**config.mk**
```make
export PLATFORM = sky130hd
export DESIGN_NAME = gtc_timer
export DESIGN_NICKNAME = d
export VERILOG_FILES = /design/src/design/gtc_pkg.sv /design/src/design/gtc_timer.sv
export SDC_FILE = /design/constraint.sdc
export NUM_CORES = 1
export LEC_CHECK = 0
export BUFFER_PORTS_ARGS = -buffer_cell sky130_fd_sc_hd__buf_4
export CORE_ASPECT_RATIO = 0.9
export CORE_MARGIN = 2
export CORE_UTILIZATION = 48
export CTS_CLUSTER_SIZE = 28
export DETAILED_ROUTE_END_ITERATION = 10
export GPL_TIMING_DRIVEN = 0
export HOLD_SLACK_MARGIN = 0.02
export PLACE_DENSITY = 0.77
export SLEW_MARGIN = 20
export SYNTH_ARGS = -nofsm -noshare
export SYNTH_HDL_FRONTEND = slang
export SYNTH_SLANG_ARGS = --single-unit
```
**constraint.sdc**
```tcl
create_clock -name clk_i -period 2.2 [get_ports clk_i]
set_input_delay 0.44 -clock clk_i [delete_from_list [all_inputs] [get_ports clk_i]]
set_output_delay 0.44 -clock clk_i [all_outputs]
set_load 0.02 [all_outputs]
```
**src/design/gtc_pkg.sv**
```systemverilog
/*
  Package for the gated 16-bit timer/counter: register offsets, field
  positions, reset values, source and gate encodings, carrier structs.
  Assumes a 32-bit classic Wishbone master and a 50 MHz system clock.
*/
package gtc_pkg;
  // ****************************************
  // Register map (byte addresses)
  // ****************************************
  localparam logic [7:0] GTC_OFS_COUNT_LOW  = 8'h00;
  localparam logic [7:0] GTC_OFS_COUNT_HIGH = 8'h04;
  localparam logic [7:0] GTC_OFS_CTRL       = 8'h08;
  localparam logic [7:0] GTC_OFS_GATE       = 8'h0c;
  localparam logic [7:0] GTC_OFS_STATUS     = 8'h10;
  localparam int GTC_ADDR_W = 8;

  // ****************************************
  // Field positions
  // ****************************************
  localparam int GTC_CTRL_ON_BIT   = 0;
  localparam int GTC_CTRL_SYNC_BIT = 2;
  localparam int GTC_CTRL_OSC_BIT  = 3;
  localparam int GTC_CTRL_PS_LSB   = 4;
  localparam int GTC_CTRL_CS_LSB   = 6;
  localparam int GTC_GATE_SS_LSB   = 0;
  localparam int GTC_GATE_POL_BIT  = 6;
  localparam int GTC_GATE_EN_BIT   = 7;
  localparam int GTC_STAT_OVF_BIT  = 0;
  localparam int GTC_STAT_OSC_BIT  = 1;

  // ****************************************
  // Reset values and counts
  // ****************************************
  localparam logic [15:0] GTC_COUNT_RST   = 16'h0000;
  localparam logic [1:0]  GTC_INSTR_DIV_M = 2'h3;
  localparam int          GTC_SYNC_DEPTH  = 3;

  typedef enum logic [1:0] {
    GTC_CS_INSTR = 2'b00,
    GTC_CS_SYS   = 2'b01,
    GTC_CS_EXT   = 2'b10,
    GTC_CS_CAP   = 2'b11
  } gtc_clk_sel_t;

  typedef enum logic [1:0] {
    GTC_GS_PIN  = 2'b00,
    GTC_GS_OVF  = 2'b01,
    GTC_GS_CMP1 = 2'b10,
    GTC_GS_CMP2 = 2'b11
  } gtc_gate_sel_t;

  typedef struct packed {
    gtc_clk_sel_t clock_select;
    logic [1:0]   prescale_select;
    logic         crystal_osc_enable;
    logic         sync_disable;
    logic         spare_bit;
    logic         counter_on;
  } gtc_ctrl_t;

  typedef struct packed {
    logic          gate_control_enable;
    logic          gate_polarity;
    gtc_gate_sel_t gate_source_select;
  } gtc_gate_t;

  localparam gtc_ctrl_t GTC_CTRL_RST = '{GTC_CS_INSTR, 2'h0, 1'b0, 1'b0, 1'b0, 1'b0};
  localparam gtc_gate_t GTC_GATE_RST = '{1'b0, 1'b0, GTC_GS_PIN};
endpackage : gtc_pkg

```
**src/design/gtc_timer.sv**
```systemverilog
/*
  Gated 16-bit up timer/counter with Wishbone register access.
  Assumes pin inputs are asynchronous, comparator and companion overflow
  inputs come from logic on clk_i, and sleep_i is driven on clk_i.
*/
// Operation
// - 16-bit up counter with high and low bytes; writes load the byte
// - Off when on bit is 0; gate enable picks free or gated count
// - Clock select plus oscillator enable picks one of five count clocks
// - System clock source advances four counts per instruction cycle
// - External pin or cap oscillator counts on rising edge, sync or async
// - External source needs a falling edge before first counted rising edge
// - Prescaler divides by 1, 2, 4 or 8 and is hidden from software
// - Writing either count byte clears the prescaler
// - Oscillator enable starts crystal oscillator, which runs in sleep
// - Sync disable keeps the synchroniser; it only lets external counting run in sleep
// - Async external counting continues in sleep; overflow wakes the core
// - Mode switch neither loses nor adds an increment; both modes share one sampled path
// - Count byte reads while running always return a valid value
// - Gate polarity 0 counts while gate low, 1 while gate high
// - Gated counter increments while gate active, holds while inactive
// - Gate source: pin, companion overflow, comparator one or two
`timescale 1ns/1ps
`default_nettype none
module gtc_timer (
  input  wire logic                         clk_i,
  input  wire logic                         rst_i,
  input  wire logic                         wb_cyc_i,
  input  wire logic                         wb_stb_i,
  input  wire logic                         wb_we_i,
  input  wire logic [gtc_pkg::GTC_ADDR_W-1:0] wb_adr_i,
  input  wire logic [3:0]                   wb_sel_i,
  input  wire logic [31:0]                  wb_dat_i,
  output logic      [31:0]                  wb_dat_o,
  output logic                              wb_ack_o,
  input  wire logic                         ext_clock_pin_i,
  input  wire logic                         cap_osc_i,
  input  wire logic                         crystal_in_pin_i,
  input  wire logic                         gate_pin_i,
  input  wire logic                         companion_ovf_i,
  input  wire logic                         cmp_one_out_synced_i,
  input  wire logic                         cmp_two_out_synced_i,
  input  wire logic                         sleep_i,
  output logic                              crystal_out_pin_o,
  output logic                              wake_o
);
  import gtc_pkg::*;

  // ****************************************
  // Pin synchronisers
  // ****************************************
  // Bit order: 0 ext pin, 1 cap osc, 2 crystal, 3 gate pin
  logic [3:0] sync1_ff, sync2_ff, sync3_ff, pin_ff, pin_prev_ff;
  wire  [3:0] pin_raw = {gate_pin_i, crystal_in_pin_i, cap_osc_i, ext_clock_pin_i};
  wire  [3:0] nxt_pin = (sync2_ff & sync3_ff) | (pin_ff & (sync2_ff | sync3_ff));

  always_ff @(posedge clk_i) begin
    if (rst_i) begin
      sync1_ff    <= 4'h0;
      sync2_ff    <= 4'h0;
      sync3_ff    <= 4'h0;
      pin_ff      <= 4'h0;
      pin_prev_ff <= 4'h0;
    end else begin
      sync1_ff    <= pin_raw;
      sync2_ff    <= sync1_ff;
      sync3_ff    <= sync2_ff;
      pin_ff      <= nxt_pin;
      pin_prev_ff <= pin_ff;
    end
  end

  // ****************************************
  // Registers
  // ****************************************
  gtc_ctrl_t   ctrl_ff;
  gtc_gate_t   gate_ff;
  logic [15:0] count_ff;
  logic [2:0]  pre_ff;
  logic [1:0]  phase_ff;
  logic        armed_ff, ovf_ff, on_prev_ff;

  wire req      = wb_cyc_i & wb_stb_i & ~wb_ack_o;
  wire wr       = req & wb_we_i & wb_sel_i[0];
  wire wr_low   = wr & (wb_adr_i == GTC_OFS_COUNT_LOW);
  wire wr_high  = wr & (wb_adr_i == GTC_OFS_COUNT_HIGH);
  wire wr_ctrl  = wr & (wb_adr_i == GTC_OFS_CTRL);
  wire wr_gate  = wr & (wb_adr_i == GTC_OFS_GATE);
  wire wr_stat  = wr & (wb_adr_i == GTC_OFS_STATUS);
  wire wr_count = wr_low | wr_high;

  // ****************************************
  // Counting clock selection
  // ****************************************
  wire is_ext    = ctrl_ff.clock_select[1];
  wire src_idx_c = (ctrl_ff.clock_select == GTC_CS_CAP);
  wire src_idx_x = ctrl_ff.crystal_osc_enable;
  wire src_lvl   = src_idx_c ? pin_ff[1] : (src_idx_x ? pin_ff[2] : pin_ff[0]);
  wire src_prev  = src_idx_c ? pin_prev_ff[1] : (src_idx_x ? pin_prev_ff[2] : pin_prev_ff[0]);
  wire src_rise  = src_lvl & ~src_prev;
  wire src_fall  = ~src_lvl & src_prev;

  // Core clocks stop in sleep; only an unsynchronised external source runs on
  // Both modes share one sampled path, so a mode switch never skips a count
  wire async_ext = is_ext & ctrl_ff.sync_disable;
  wire run_ok    = ~sleep_i | async_ext;

  logic tick;
  always_comb begin
    case (ctrl_ff.clock_select)
      GTC_CS_SYS:   tick = 1'b1;
      GTC_CS_INSTR: tick = (phase_ff == GTC_INSTR_DIV_M);
      GTC_CS_EXT:   tick = src_rise & armed_ff;
      GTC_CS_CAP:   tick = src_rise & armed_ff;
      default:      tick = 1'b0;
    endcase
  end

  // ****************************************
  // Gate and enable
  // ****************************************
  logic gate_sig;
  always_comb begin
    case (gate_ff.gate_source_select)
      GTC_GS_PIN:  gate_sig = pin_ff[3];
      GTC_GS_OVF:  gate_sig = companion_ovf_i;
      GTC_GS_CMP1: gate_sig = cmp_one_out_synced_i;
      GTC_GS_CMP2: gate_sig = cmp_two_out_synced_i;
      default:     gate_sig = 1'b0;
    endcase
  end

  wire gate_active = ~(gate_sig ^ gate_ff.gate_polarity);
  wire count_en    = ctrl_ff.counter_on & (~gate_ff.gate_control_enable | gate_active);
  wire pre_tick    = tick & count_en & run_ok;

  function automatic logic [2:0] pre_mask(input logic [1:0] sel);
    pre_mask = 3'((1 << sel) - 1);
  endfunction

  wire [2:0] mask    = pre_mask(ctrl_ff.prescale_select);
  wire       inc     = pre_tick & ((pre_ff & mask) == mask);
  wire       wrap    = inc & (count_ff == 16'hffff);
  wire [15:0] nxt_count_inc = count_ff + 16'h0001;

  // ****************************************
  // Counter, prescaler and arming
  // ****************************************
  logic [15:0] nxt_count;
  always_comb begin
    nxt_count = inc ? nxt_count_inc : count_ff;
    // A write wins over a concurrent increment; software should stop first
    if (wr_low)  nxt_count = {count_ff[15:8], wb_dat_i[7:0]};
    if (wr_high) nxt_count = {wb_dat_i[7:0], count_ff[7:0]};
  end

  wire [2:0] nxt_pre   = wr_count ? 3'h0 : (pre_tick ? ((pre_ff & mask) == mask ? 3'h0 :
                                             3'(pre_ff + 3'h1)) : pre_ff);
  wire       disarm    = wr_count | ~ctrl_ff.counter_on | (ctrl_ff.counter_on & ~on_prev_ff);
  wire       nxt_armed = disarm ? 1'b0 : (armed_ff | src_fall);

  always_ff @(posedge clk_i) begin
    if (rst_i) begin
      count_ff   <= GTC_COUNT_RST;
      pre_ff     <= 3'h0;
      phase_ff   <= 2'h0;
      armed_ff   <= 1'b0;
      on_prev_ff <= 1'b0;
      ovf_ff     <= 1'b0;
      ctrl_ff    <= GTC_CTRL_RST;
      gate_ff    <= GTC_GATE_RST;
    end else begin
      count_ff   <= nxt_count;
      pre_ff     <= nxt_pre;
      phase_ff   <= sleep_i ? phase_ff : 2'(phase_ff + 2'h1);
      armed_ff   <= nxt_armed;
      on_prev_ff <= ctrl_ff.counter_on;
      // Set wins over a write-one clear in the same cycle
      ovf_ff     <= wrap | (ovf_ff & ~(wr_stat & wb_dat_i[GTC_STAT_OVF_BIT]));
      // Bit 1 is unused and always reads zero
      if (wr_ctrl) ctrl_ff <= gtc_ctrl_t'(wb_dat_i[7:0] & 8'hfd);
      if (wr_gate) gate_ff <= gtc_gate_t'({wb_dat_i[7:6], wb_dat_i[1:0]});
    end
  end

  // ****************************************
  // Bus answer and pin outputs
  // ****************************************
  logic [7:0] rd_byte;
  always_comb begin
    case (wb_adr_i)
      GTC_OFS_COUNT_LOW:  rd_byte = count_ff[7:0];
      GTC_OFS_COUNT_HIGH: rd_byte = count_ff[15:8];
      GTC_OFS_CTRL:       rd_byte = 8'(ctrl_ff);
      GTC_OFS_GATE:       rd_byte = {gate_ff[3:2], 4'h0, gate_ff[1:0]};
      GTC_OFS_STATUS:     rd_byte = {6'h00, ctrl_ff.crystal_osc_enable, ovf_ff};
      default:            rd_byte = 8'h00;
    endcase
  end

  always_ff @(posedge clk_i) begin
    if (rst_i) begin
      wb_ack_o          <= 1'b0;
      wb_dat_o          <= 32'h0000_0000;
      crystal_out_pin_o <= 1'b0;
      wake_o            <= 1'b0;
    end else begin
      wb_ack_o          <= req;
      wb_dat_o          <= req ? {24'h00_0000, rd_byte} : 32'h0000_0000;
      // Amplifier runs regardless of sleep once enabled
      crystal_out_pin_o <= ctrl_ff.crystal_osc_enable & ~pin_ff[2];
      wake_o            <= wrap & sleep_i;
    end
  end

  // ****************************************
  // Checks
  // ****************************************
  off_holds_a: assert property (@(posedge clk_i) disable iff (rst_i)
    (!ctrl_ff.counter_on && !wr_count) |=> count_ff == $past(count_ff))
    else $error("count moved while off");
  gate_hold_a: assert property (@(posedge clk_i) disable iff (rst_i)
    (gate_ff.gate_control_enable && !gate_active && !wr_count) |=> $stable(count_ff))
    else $error("count moved with gate inactive");
  sys_four_a: assert property (@(posedge clk_i) disable iff (rst_i)
    (ctrl_ff.clock_select == GTC_CS_SYS && ctrl_ff.prescale_select == 2'h0 && count_en
     && !sleep_i && !wr_count && !wr_ctrl && !wr_gate) [*4] |=>
     count_ff == 16'($past(count_ff, 4) + 16'h0004))
    else $error("system clock not four per instruction");
  wr_clr_pre_a: assert property (@(posedge clk_i) disable iff (rst_i)
    wr_count |=> pre_ff == 3'h0)
    else $error("prescaler not cleared by count write");
  wr_load_a: assert property (@(posedge clk_i) disable iff (rst_i)
    wr_low |=> count_ff[7:0] == $past(wb_dat_i[7:0]))
    else $error("low byte not loaded");
  arm_first_a: assert property (@(posedge clk_i) disable iff (rst_i)
    (is_ext && !armed_ff && !wr_count) |=> count_ff == $past(count_ff))
    else $error("external count before falling edge");
  pre_div_a: assert property (@(posedge clk_i) disable iff (rst_i)
    inc |-> (ctrl_ff.prescale_select == 2'h0 || pre_ff[0])
      && (ctrl_ff.prescale_select < 2'h2 || pre_ff[1])
      && (ctrl_ff.prescale_select != 2'h3 || pre_ff[2]))
    else $error("increment before prescale complete");
  wrap_flag_a: assert property (@(posedge clk_i) disable iff (rst_i)
    (wrap && !wr_count) |=> ovf_ff && count_ff == 16'h0000)
    else $error("wrap did not set overflow");
  sleep_stop_a: assert property (@(posedge clk_i) disable iff (rst_i)
    (sleep_i && !async_ext && !wr_count) |=> $stable(count_ff))
    else $error("synchronous count ran in sleep");
  gate_sel_a: assert property (@(posedge clk_i) disable iff (rst_i)
    gate_ff.gate_source_select == GTC_GS_CMP2 |-> gate_sig == cmp_two_out_synced_i)
    else $error("gate source mismatch");
  wr_high_a: assert property (@(posedge clk_i) disable iff (rst_i)
    wr_high |=> count_ff[15:8] == $past(wb_dat_i[7:0]))
    else $error("high byte not loaded");
  free_count_a: assert property (@(posedge clk_i) disable iff (rst_i)
    (ctrl_ff.counter_on && !gate_ff.gate_control_enable && ctrl_ff.clock_select == GTC_CS_SYS
     && ctrl_ff.prescale_select == 2'h0 && !sleep_i && !wr_count)
     |=> count_ff == 16'($past(count_ff) + 16'h0001))
    else $error("free running count stalled");
  gate_count_a: assert property (@(posedge clk_i) disable iff (rst_i)
    (ctrl_ff.counter_on && gate_ff.gate_control_enable && ctrl_ff.clock_select == GTC_CS_SYS
     && gate_ff.gate_source_select == GTC_GS_CMP1 && ctrl_ff.prescale_select == 2'h0
     && cmp_one_out_synced_i == gate_ff.gate_polarity && !sleep_i && !wr_count)
     |=> count_ff == 16'($past(count_ff) + 16'h0001))
    else $error("active gate did not count");
  instr_div_a: assert property (@(posedge clk_i) disable iff (rst_i)
    (ctrl_ff.clock_select == GTC_CS_INSTR && ctrl_ff.prescale_select == 2'h0 && count_en
     && !sleep_i && !wr_count && !wr_ctrl && !wr_gate) [*4] |=>
     count_ff == 16'($past(count_ff, 4) + 16'h0001))
    else $error("instruction clock not one per four");
  ovf_sticky_a: assert property (@(posedge clk_i) disable iff (rst_i)
    (ovf_ff && !(wr_stat && wb_dat_i[GTC_STAT_OVF_BIT])) |=> ovf_ff)
    else $error("overflow flag lost");
  ovf_clear_a: assert property (@(posedge clk_i) disable iff (rst_i)
    (wr_stat && wb_dat_i[GTC_STAT_OVF_BIT] && !wrap) |=> !ovf_ff)
    else $error("overflow flag not cleared");
  wake_sleep_a: assert property (@(posedge clk_i) disable iff (rst_i)
    (wrap && sleep_i) |=> wake_o)
    else $error("overflow in sleep gave no wake");
  phase_sleep_a: assert property (@(posedge clk_i) disable iff (rst_i)
    sleep_i |=> $stable(phase_ff))
    else $error("instruction phase ran in sleep");
  arm_clear_a: assert property (@(posedge clk_i) disable iff (rst_i)
    wr_count |=> !armed_ff)
    else $error("count write left counter armed");
  osc_off_a: assert property (@(posedge clk_i) disable iff (rst_i)
    !ctrl_ff.crystal_osc_enable |=> !crystal_out_pin_o)
    else $error("amplifier driven while disabled");
  reset_clear_a: assert property (@(posedge clk_i)
    rst_i |=> count_ff == GTC_COUNT_RST && pre_ff == 3'h0 && ctrl_ff == GTC_CTRL_RST
      && gate_ff == GTC_GATE_RST && !ovf_ff && !wb_ack_o)
    else $error("reset left state behind");

  // ****************************************
  // Bus checks
  // ****************************************
  ack_pulse_a: assert property (@(posedge clk_i) disable iff (rst_i)
    wb_ack_o |=> !wb_ack_o)
    else $error("ack held longer than one cycle");
  rd_zero_a: assert property (@(posedge clk_i) disable iff (rst_i)
    !wb_ack_o |-> wb_dat_o == 32'h0000_0000)
    else $error("read data outside ack cycle");
endmodule : gtc_timer
`default_nettype wire

```
==> run_results.csv, run 1 <==
group,metric,value,unit
layout,layout-area-overhead-vs-synth,23.6,%
sta,post-route-period-util,0.983,
sta,final.min_clock_period,2160,ps
setup_path,arrival,2360,ps
synth,share_of_flip_flops_with_an_asynchronous_set_or_reset,0,
sta,setup_ws,38.5,ps
sta,clock-skew-final,8.64,ps
worst_hold_path,hold-path-cell-count,2,
layout,multiInputGateArea,1960,sq um
layout,antenna_cells,0,
grt,leftover_overflow_at_the_end_of_global_routing,0,
setup_path,setup.worst_path.start_class,"flip-flop",
layout,drive_gt1_frac,0.249,
synth,dominantRegCellSynth,"sky130_fd_sc_hd__dfxtp_1",
drt,detailedRoute.firstIterationViolations,271,
clock_network,cts-buffers-inserted,9,
floorplan,starting_density_of_the_core,0.490,
synth,synth_compound_area_frac,0.162,
layout,final_util,0.606,
floorplan,ioPinCount,92,
sta,worst_slew_pin_slew,640,ps
setup_path,critPathTopFamily,"compound AO/OA/AOI/OAI gates",
setup_path,worstSetupEndpointType,"flip-flop",
synth,synthXorXnorAreaFrac,0.0128,
sta,final_hold_vios,0,
worst_hold_path,holdPathEnd,"sync1_ff[3]",
layout,mostFrequentLayoutCell,"sky130_fd_sc_hd__buf_4",
placed_design,io_buffers,38,
floorplan,die_h,84.2,um
sta,final_max_slew_viol_count,0,
layout,mostFrequentLayoutCells,"65 x sky130_fd_sc_hd__buf_4, 61 x sky130_fd_sc_hd__dfxtp_1, 38 x sky130_fd_sc_hd__nand2_1",
clock_network,numClockSinks,65,
clock_network,cts_buffer_depth,2,
synth,post_synthesis_cell_area,3430,sq um
clock_network,clock_insertion_delay_worst_skew,340,ps
clock_network,path_clk_slew,70,ps
setup_path,crit_slowest_cell,"sky130_fd_sc_hd__dfxtp_4",
setup_path,worst_path_max_fanout,10,
setup_path,path_cells,"mux2_4 > mux2_4 > o31ai_4 > nand3_4 > buf_6 > o31ai_1 > a21oi_1",
synth,synth_simple_gate_area_share,0.246,
synth,synth_edf_count,0,
synth,synth.mux.area_fraction,0.0949,
sta,grt_setup_unrepaired,"yes",
clock_network,cts_max_level,3,
grt,grt_pass1_wl,15.2,mm
pwr,powerDensity,594,nW/um^2
placed_design,dp_worst_setup_slack,-574,ps
synth,synthesis.yosys.warnings,0,
setup_path,r2r-end,"count_ff[10]",
setup_path,category_of_the_most_critical_setup_path,"flip-flop to flip-flop",
floorplan,die-area,7840,sq um
synth,ys_seq_elements,65,
drt,detailed_route_vias_per_instance,5.55,
synth,postSynthCellCount,397,
pwr,ir_drop_worst_case_vdd,0.000456,V
setup_path,critical_path_required,2400,ps
setup_path,worst-r2r-cell-count,7,
placed_design,gpl.final_weighted_congestion,0.932,
floorplan,die_width,93.1,um
clock_network,tritoncts,"yes",
setup_path,critical_path.n_buffers_inverters,1,
grt,antenna_found_initial,0,
sta,timing.slew.headroom,0.574,
synth,synth_top_family_by_area,"simple AND/OR/NAND/NOR gates",
status,run_status,"complete, no violations",
drt,drt-pass1-iter-count,4,
sta,setup_viol,0,
setup_path,source_of_the_worst_register_to_register_timing_path,"src_idx_x",
synth,synth-adder-area-share,0.0109,
setup_path,max_stage_delay,360,ps
layout,final_net_count,530,
layout,final-seq-area,1310,sq um
synth,synth_seq_area_share,0.379,
floorplan,fp.coreArea,7000,sq um
setup_path,crit_top_cell,"sky130_fd_sc_hd__mux2_4",
placed_design,hpwlAfterDp,7.02,mm
synth,synth.lib_cells_used.distinct,67,
layout,final.fill_count,605,
grt,grt_max_degree,11,
drt,remaining_drc_errors,0,
drt,total_number_of_vias,3142,
run,cap_violations,0,
drt,wl,9.46,mm
sta,fmax,463,MHz
drt,postRouteAntennaNets,0,
worst_hold_path,holdCritPathClass,"primary input to flip-flop",
setup_path,cp.depth,7,
worst_hold_path,timing.hold.worst.start,"gate_pin_i",
drt,wl_per_cell,16.7,um
setup_path,timing.reg2reg.setup_slack,40,ps
grt,groute.usage.overall,0.251,
pwr,cellLeakagePower,1.65,nW
synth,postSynthAreaPerCell,8.64,sq um
clock_network,clk_root_buffer_cell,"sky130_fd_sc_hd__clkbuf_8",
grt,vias_in_the_first_global_route,2966,
floorplan,placementRows,29,
==> worst max-delay path by stage <==
stage	start	endpoint
3_5_place_dp	wb_adr_i[5]	count_ff[7]
6_report	src_idx_x	count_ff[10]
3_3_place_gp	wb_adr_i[5]	count_ff[12]
2_1_floorplan	src_idx_x	wake_o
5_1_grt	gate_ff[0]	count_ff[9]
4_1_cts	wb_ack_o	count_ff[11]
==> through the flow <==
stage                     hold WS, ps  power [W]  area [sq um]  TNS, ps  std cells
after floorplan                   406    0.00135          3520        0        420
after global placement            414    0.00142          3920    -9380        551
after detailed placement          425    0.00142          3920    -7610        551
after CTS                         303    0.00252          4190        0        567
after global routing              299    0.00261          4240    -37.8        566
final                             307    0.00252          4240        0        566
==> cells in the mapped netlist, types with 3 or more instances <==
library cell,instances,share of area
sky130_fd_sc_hd__nand2_1,38,0.042
sky130_fd_sc_hd__a211oi_1,5,0.011
sky130_fd_sc_hd__o31a_1,3,0.0077
sky130_fd_sc_hd__inv_1,8,0.0088
sky130_fd_sc_hd__and2_1,4,0.0073
sky130_fd_sc_hd__nor3_1,7,0.010
sky130_fd_sc_hd__buf_2,4,0.0058
sky130_fd_sc_hd__clkbuf_1,15,0.016
sky130_fd_sc_hd__ha_1,3,0.011
sky130_fd_sc_hd__nand2b_1,3,0.0055
sky130_fd_sc_hd__mux4_2,3,0.020
sky130_fd_sc_hd__nor3b_1,3,0.0066
sky130_fd_sc_hd__dfxtp_1,65,0.38
sky130_fd_sc_hd__o32ai_1,5,0.013
sky130_fd_sc_hd__a22oi_1,4,0.0088
sky130_fd_sc_hd__o22ai_1,3,0.0055
sky130_fd_sc_hd__buf_4,24,0.053
sky130_fd_sc_hd__nor2_1,32,0.035
sky130_fd_sc_hd__xor2_1,4,0.010
sky130_fd_sc_hd__nor2b_1,21,0.038
sky130_fd_sc_hd__nor4_1,4,0.0073
sky130_fd_sc_hd__o21ai_0,16,0.023
sky130_fd_sc_hd__a21oi_1,24,0.035
sky130_fd_sc_hd__mux2i_1,19,0.055
sky130_fd_sc_hd__nand3_1,16,0.023
sky130_fd_sc_hd__or3_1,6,0.011
sky130_fd_sc_hd__nand4_1,7,0.013
==> sequential cells by signal (all words and copies together) (netlist names), 2 cells and up <==
name and flops:
count_ff 16, wb_dat_o 8, ctrl_ff 6, gate_ff 4, pin_ff 4, sync1_ff 4
sync2_ff 4, sync3_ff 4, pin_prev_ff 3, pre_ff 3, phase_ff 2
==> kinds of logic after synthesis <==
logic type               Yosys count
buffers and inverters             55
AO/OA/AOI/OAI                     82
AND/OR/NAND/NOR                  160
XOR/XNOR                           5
multiplexers                      26
flip-flops                        65
adder cells (fa/ha/maj)            3
other                              1
==> power breakdown <==
group	internal (W)	switching [W]
logic	0.0000871	0.000118
clock network	0.000685	0.000434
registers	0.00119	0.00000595
total	0.00196	0.000558
==> worst reg2reg max path, stage by stage, from the launching register on <==
cell and delay [ps]:
sky130_fd_sc_hd__dfxtp_4 360, sky130_fd_sc_hd__mux2_4 300, sky130_fd_sc_hd__mux2_4 280, sky130_fd_sc_hd__o31ai_4 320, sky130_fd_sc_hd__nand3_4 180, sky130_fd_sc_hd__buf_6 190
sky130_fd_sc_hd__o31ai_1 280, sky130_fd_sc_hd__a21oi_1 100
==> final cells by class <==
cell class / instances / area share
clock inverter: 3 / 0.0153
buffer: 44 / 0.0670
inverter: 8 / 0.00708
multi-input combinational: 300 / 0.463
timing repair buffer: 42 / 0.0752
sequential: 65 / 0.309
clock buffer: 11 / 0.0357
tap: 93 / 0.0274
==> layer usage <==
| metal | share of wire | global-route usage | vias to the layer above |
|---|---|---|---|
| li1 | - | - | 1516 |
| met1 | 0.44 | 0.341 | 1494 |
| met2 | 0.47 | 0.411 | 122 |
| met3 | 0.081 | 0.0530 | 10 |
| met4 | 0.012 | 0.0602 | 0 |
| met5 | 0 | 0 | - |
==> what timing repair did <==
item / 4_1_cts / 5_1_grt
endpoints found under the setup margin: 20 / 26
hold buffers: 0 / 0
gates resized for setup: 11 / 11
pin swaps: 3 / 2
setup buffers: 3 / 1
Note: power is estimated with default switching activity, not from simulation.
==> run 2: changes to the inputs <==
CORE_UTILIZATION = 53   (was 48)
PLACE_DENSITY = 0.8   (was 0.77)
clock period = 2.38 ns   (was 2.2 ns; I/O delays follow)
==> run 2 against run 1 <==
- first-iteration DRC count unchanged
- wire length decreased by 0.11%
- total power decreased by 15%
- cell area decreased by 2.0%
- highest routed layer unchanged
==> run_results.csv, run 2 (synthesized netlist as in run 1, its figures left out) <==
group,metric,value,unit
floorplan,fp.coreArea,6180,sq um
grt,grt_pass1_wl,14.9,mm
setup_path,setup.worst_path.start_class,"flip-flop",
layout,antenna_cells,0,
pwr,seqPwrFrac,0.518,
setup_path,max_stage_delay,580,ps
pwr,powerDensity,513,nW/um^2
setup_path,category_of_the_most_critical_setup_path,"flip-flop to flip-flop",
layout,largest_reg_flops,16,
drt,detailedRoute.firstIterationViolations,271,
run,cap_violations,0,
worst_hold_path,holdPathEnd,"sync1_ff[3]",
drt,postRouteAntennaNets,0,
placed_design,dpl-instance-area,3920,sq um
sta,totalNegativeSetupSlack,0,ps
floorplan,die-area,7130,sq um
sta,setup_viol,0,
pwr,power.combinational.fraction,0.089,
placed_design,hpwlAfterDp,6.70,mm
worst_hold_path,timing.hold.worst.start,"gate_pin_i",
setup_path,timing.reg2reg.setup_slack,50,ps
sta,final.min_clock_period,2330,ps
grt,groute.usage.overall,0.280,
pwr,p_int,0.00158,W
drt,wl_per_cell,16.8,um
pwr,clock_power_share,0.393,
grt,antenna_found_initial,0,
layout,largestRegisters,"count_ff x16, wb_dat_o x8, ctrl_ff x6",
setup_path,source_of_the_worst_register_to_register_timing_path,"src_idx_x",
clock_network,tritoncts,"yes",
drt,wl,9.45,mm
sta,timing.slew.headroom,0.522,
layout,mostFrequentLayoutCell,"sky130_fd_sc_hd__buf_4",
setup_path,crit_top_cell,"sky130_fd_sc_hd__mux2_4",
setup_path,worstSetupEndpointType,"flip-flop",
drt,detailed_route_vias_per_instance,5.68,
setup_path,path_cells,"mux2_4 > mux2_4 > o31ai_4 > nand2_2 > or4_4 > nor3b_2",
clock_network,cts-hold-fix-buffers,0,
clock_network,clock_insertion_delay_worst_skew,350,ps
pwr,p_total,0.00213,W
layout,drive_gt1_frac,0.241,
pwr,p_sw_frac,0.258,
status,run_status,"complete, no violations",
floorplan,placementRows,27,
floorplan,die_width,88.8,um
grt,leftover_overflow_at_the_end_of_global_routing,0,
drt,remaining_drc_errors,0,
pwr,cellLeakagePower,1.63,nW
placed_design,io_buffers,38,
setup_path,critical_path_required,2640,ps
pwr,ir_drop_worst_case_vdd,0.000327,V
pwr,power_switching,0.000549,W
clock_network,cts_max_level,3,
clock_network,cts_buffer_depth,2,
layout,final.fill_count,543,
layout,final_net_count,532,
setup_path,arrival,2600,ps
drt,total_number_of_vias,3202,
sta,final_max_slew_viol_count,0,
layout,mostFrequentLayoutCells,"65 x sky130_fd_sc_hd__buf_4, 62 x sky130_fd_sc_hd__dfxtp_1, 38 x sky130_fd_sc_hd__nand2_1",
floorplan,ioPinCount,92,
drt,drt-pass1-iter-count,6,
sta,clock-skew-final,6.16,ps
grt,grt_max_degree,12,
placed_design,gpl.final_weighted_congestion,0.947,
clock_network,clk_root_buffer_cell,"sky130_fd_sc_hd__clkbuf_8",
setup_path,r2r-end,"wake_o",
floorplan,starting_density_of_the_core,0.555,
setup_path,crit_slowest_cell,"sky130_fd_sc_hd__or4_4",
floorplan,die_h,80.3,um
grt,vias_in_the_first_global_route,3038,
layout,finish.instance_area,4150,sq um
sta,fmax,429,MHz
setup_path,worst-r2r-cell-count,6,
layout,biggest_register,"count_ff",
layout,layout-area-overhead-vs-synth,21.1,%
setup_path,worst_path_max_fanout,7,
sta,worst_slew_pin_slew,710,ps
clock_network,path_clk_slew,70,ps
worst_hold_path,hold-path-cell-count,2,
sta,final_hold_vios,0,
sta,post-route-period-util,0.980,
clock_network,cts-buffers-inserted,9,
clock_network,numClockSinks,65,
worst_hold_path,holdCritPathClass,"primary input to flip-flop",
## run 2: cell types whose count changed in the layout (fill, tap and decap cells not counted), sizes merged
cell	change
clkbuf	+3
clkinvlp	+1
bufinv	-2
buf	-1
clkinv	+3
## run 2: final cells by class
| class | instances | area, sq um | share of cell area |
|---|---|---|---|
| repair buffers | 41 | 308 | 0.0741 |
| clock buffers | 11 | 141 | 0.0340 |
| inverters | 8 | 30.0 | 0.00723 |
| multi-input cells | 300 | 1940 | 0.467 |
| well taps | 87 | 109 | 0.0262 |
| clock inverters | 5 | 31.3 | 0.00753 |
| plain buffers | 47 | 292 | 0.0702 |
| flip-flops and latches | 65 | 1310 | 0.314 |
## run 2: repair_timing
action / in CTS / in global routing
setup endpoints to repair: 13 / 17
resized for setup: 4 / 9
setup buffers: 0 / 3
pin swaps: 0 / 2
## run 2: worst max path at each step
stage | startpoint | endpoint | cells past startpoint
6_report | src_idx_x | wake_o | 6
5_1_grt | src_idx_x | wake_o | 6
4_1_cts | gate_ff[0] | count_ff[14] | 7
3_5_place_dp | wb_adr_i[5] | count_ff[6] | 8
3_3_place_gp | wb_adr_i[5] | count_ff[12] | 6
2_1_floorplan | cmp_two_out_synced_i | wake_o | 6
## run 2: per-stage QoR
stage                      util  hold WS, ps  std cells  setup slack (ps)
after floorplan               -          406        420               234
after global placement    0.632          413        545              -413
after detailed placement  0.633          421        545              -516
after CTS                 0.663          325        561             -3.42
after global routing      0.672          349        564             -5.87
final                     0.672          336        564              47.2
## run 2: metal layers
metal	global-route usage	routed length, um	up-vias	share of wire
li1	-	-	1519	-
met1	0.351	3960	1471	0.42
met2	0.440	4280	170	0.45
met3	0.0781	812	42	0.086
met4	0.141	390	0	0.041
met5	0	0	-	0
## run 2: critical path: cells and delay by family (launching register included)
family	cells	cell delay [ps]
flip-flops	1	410
AND/OR/NAND/NOR	3	950
AO/OA/AOI/OAI	1	290
multiplexers	2	590
## run 2: power groups by stage
stage          sequential (W)  combinational (W)  clock, W
3_5_place_dp          0.00113           0.000183         0
4_1_cts               0.00111           0.000184  0.000852
3_3_place_gp          0.00113           0.000180         0
5_1_grt               0.00111           0.000203  0.000898
6_report              0.00111           0.000189  0.000837
2_1_floorplan         0.00113           0.000116         0
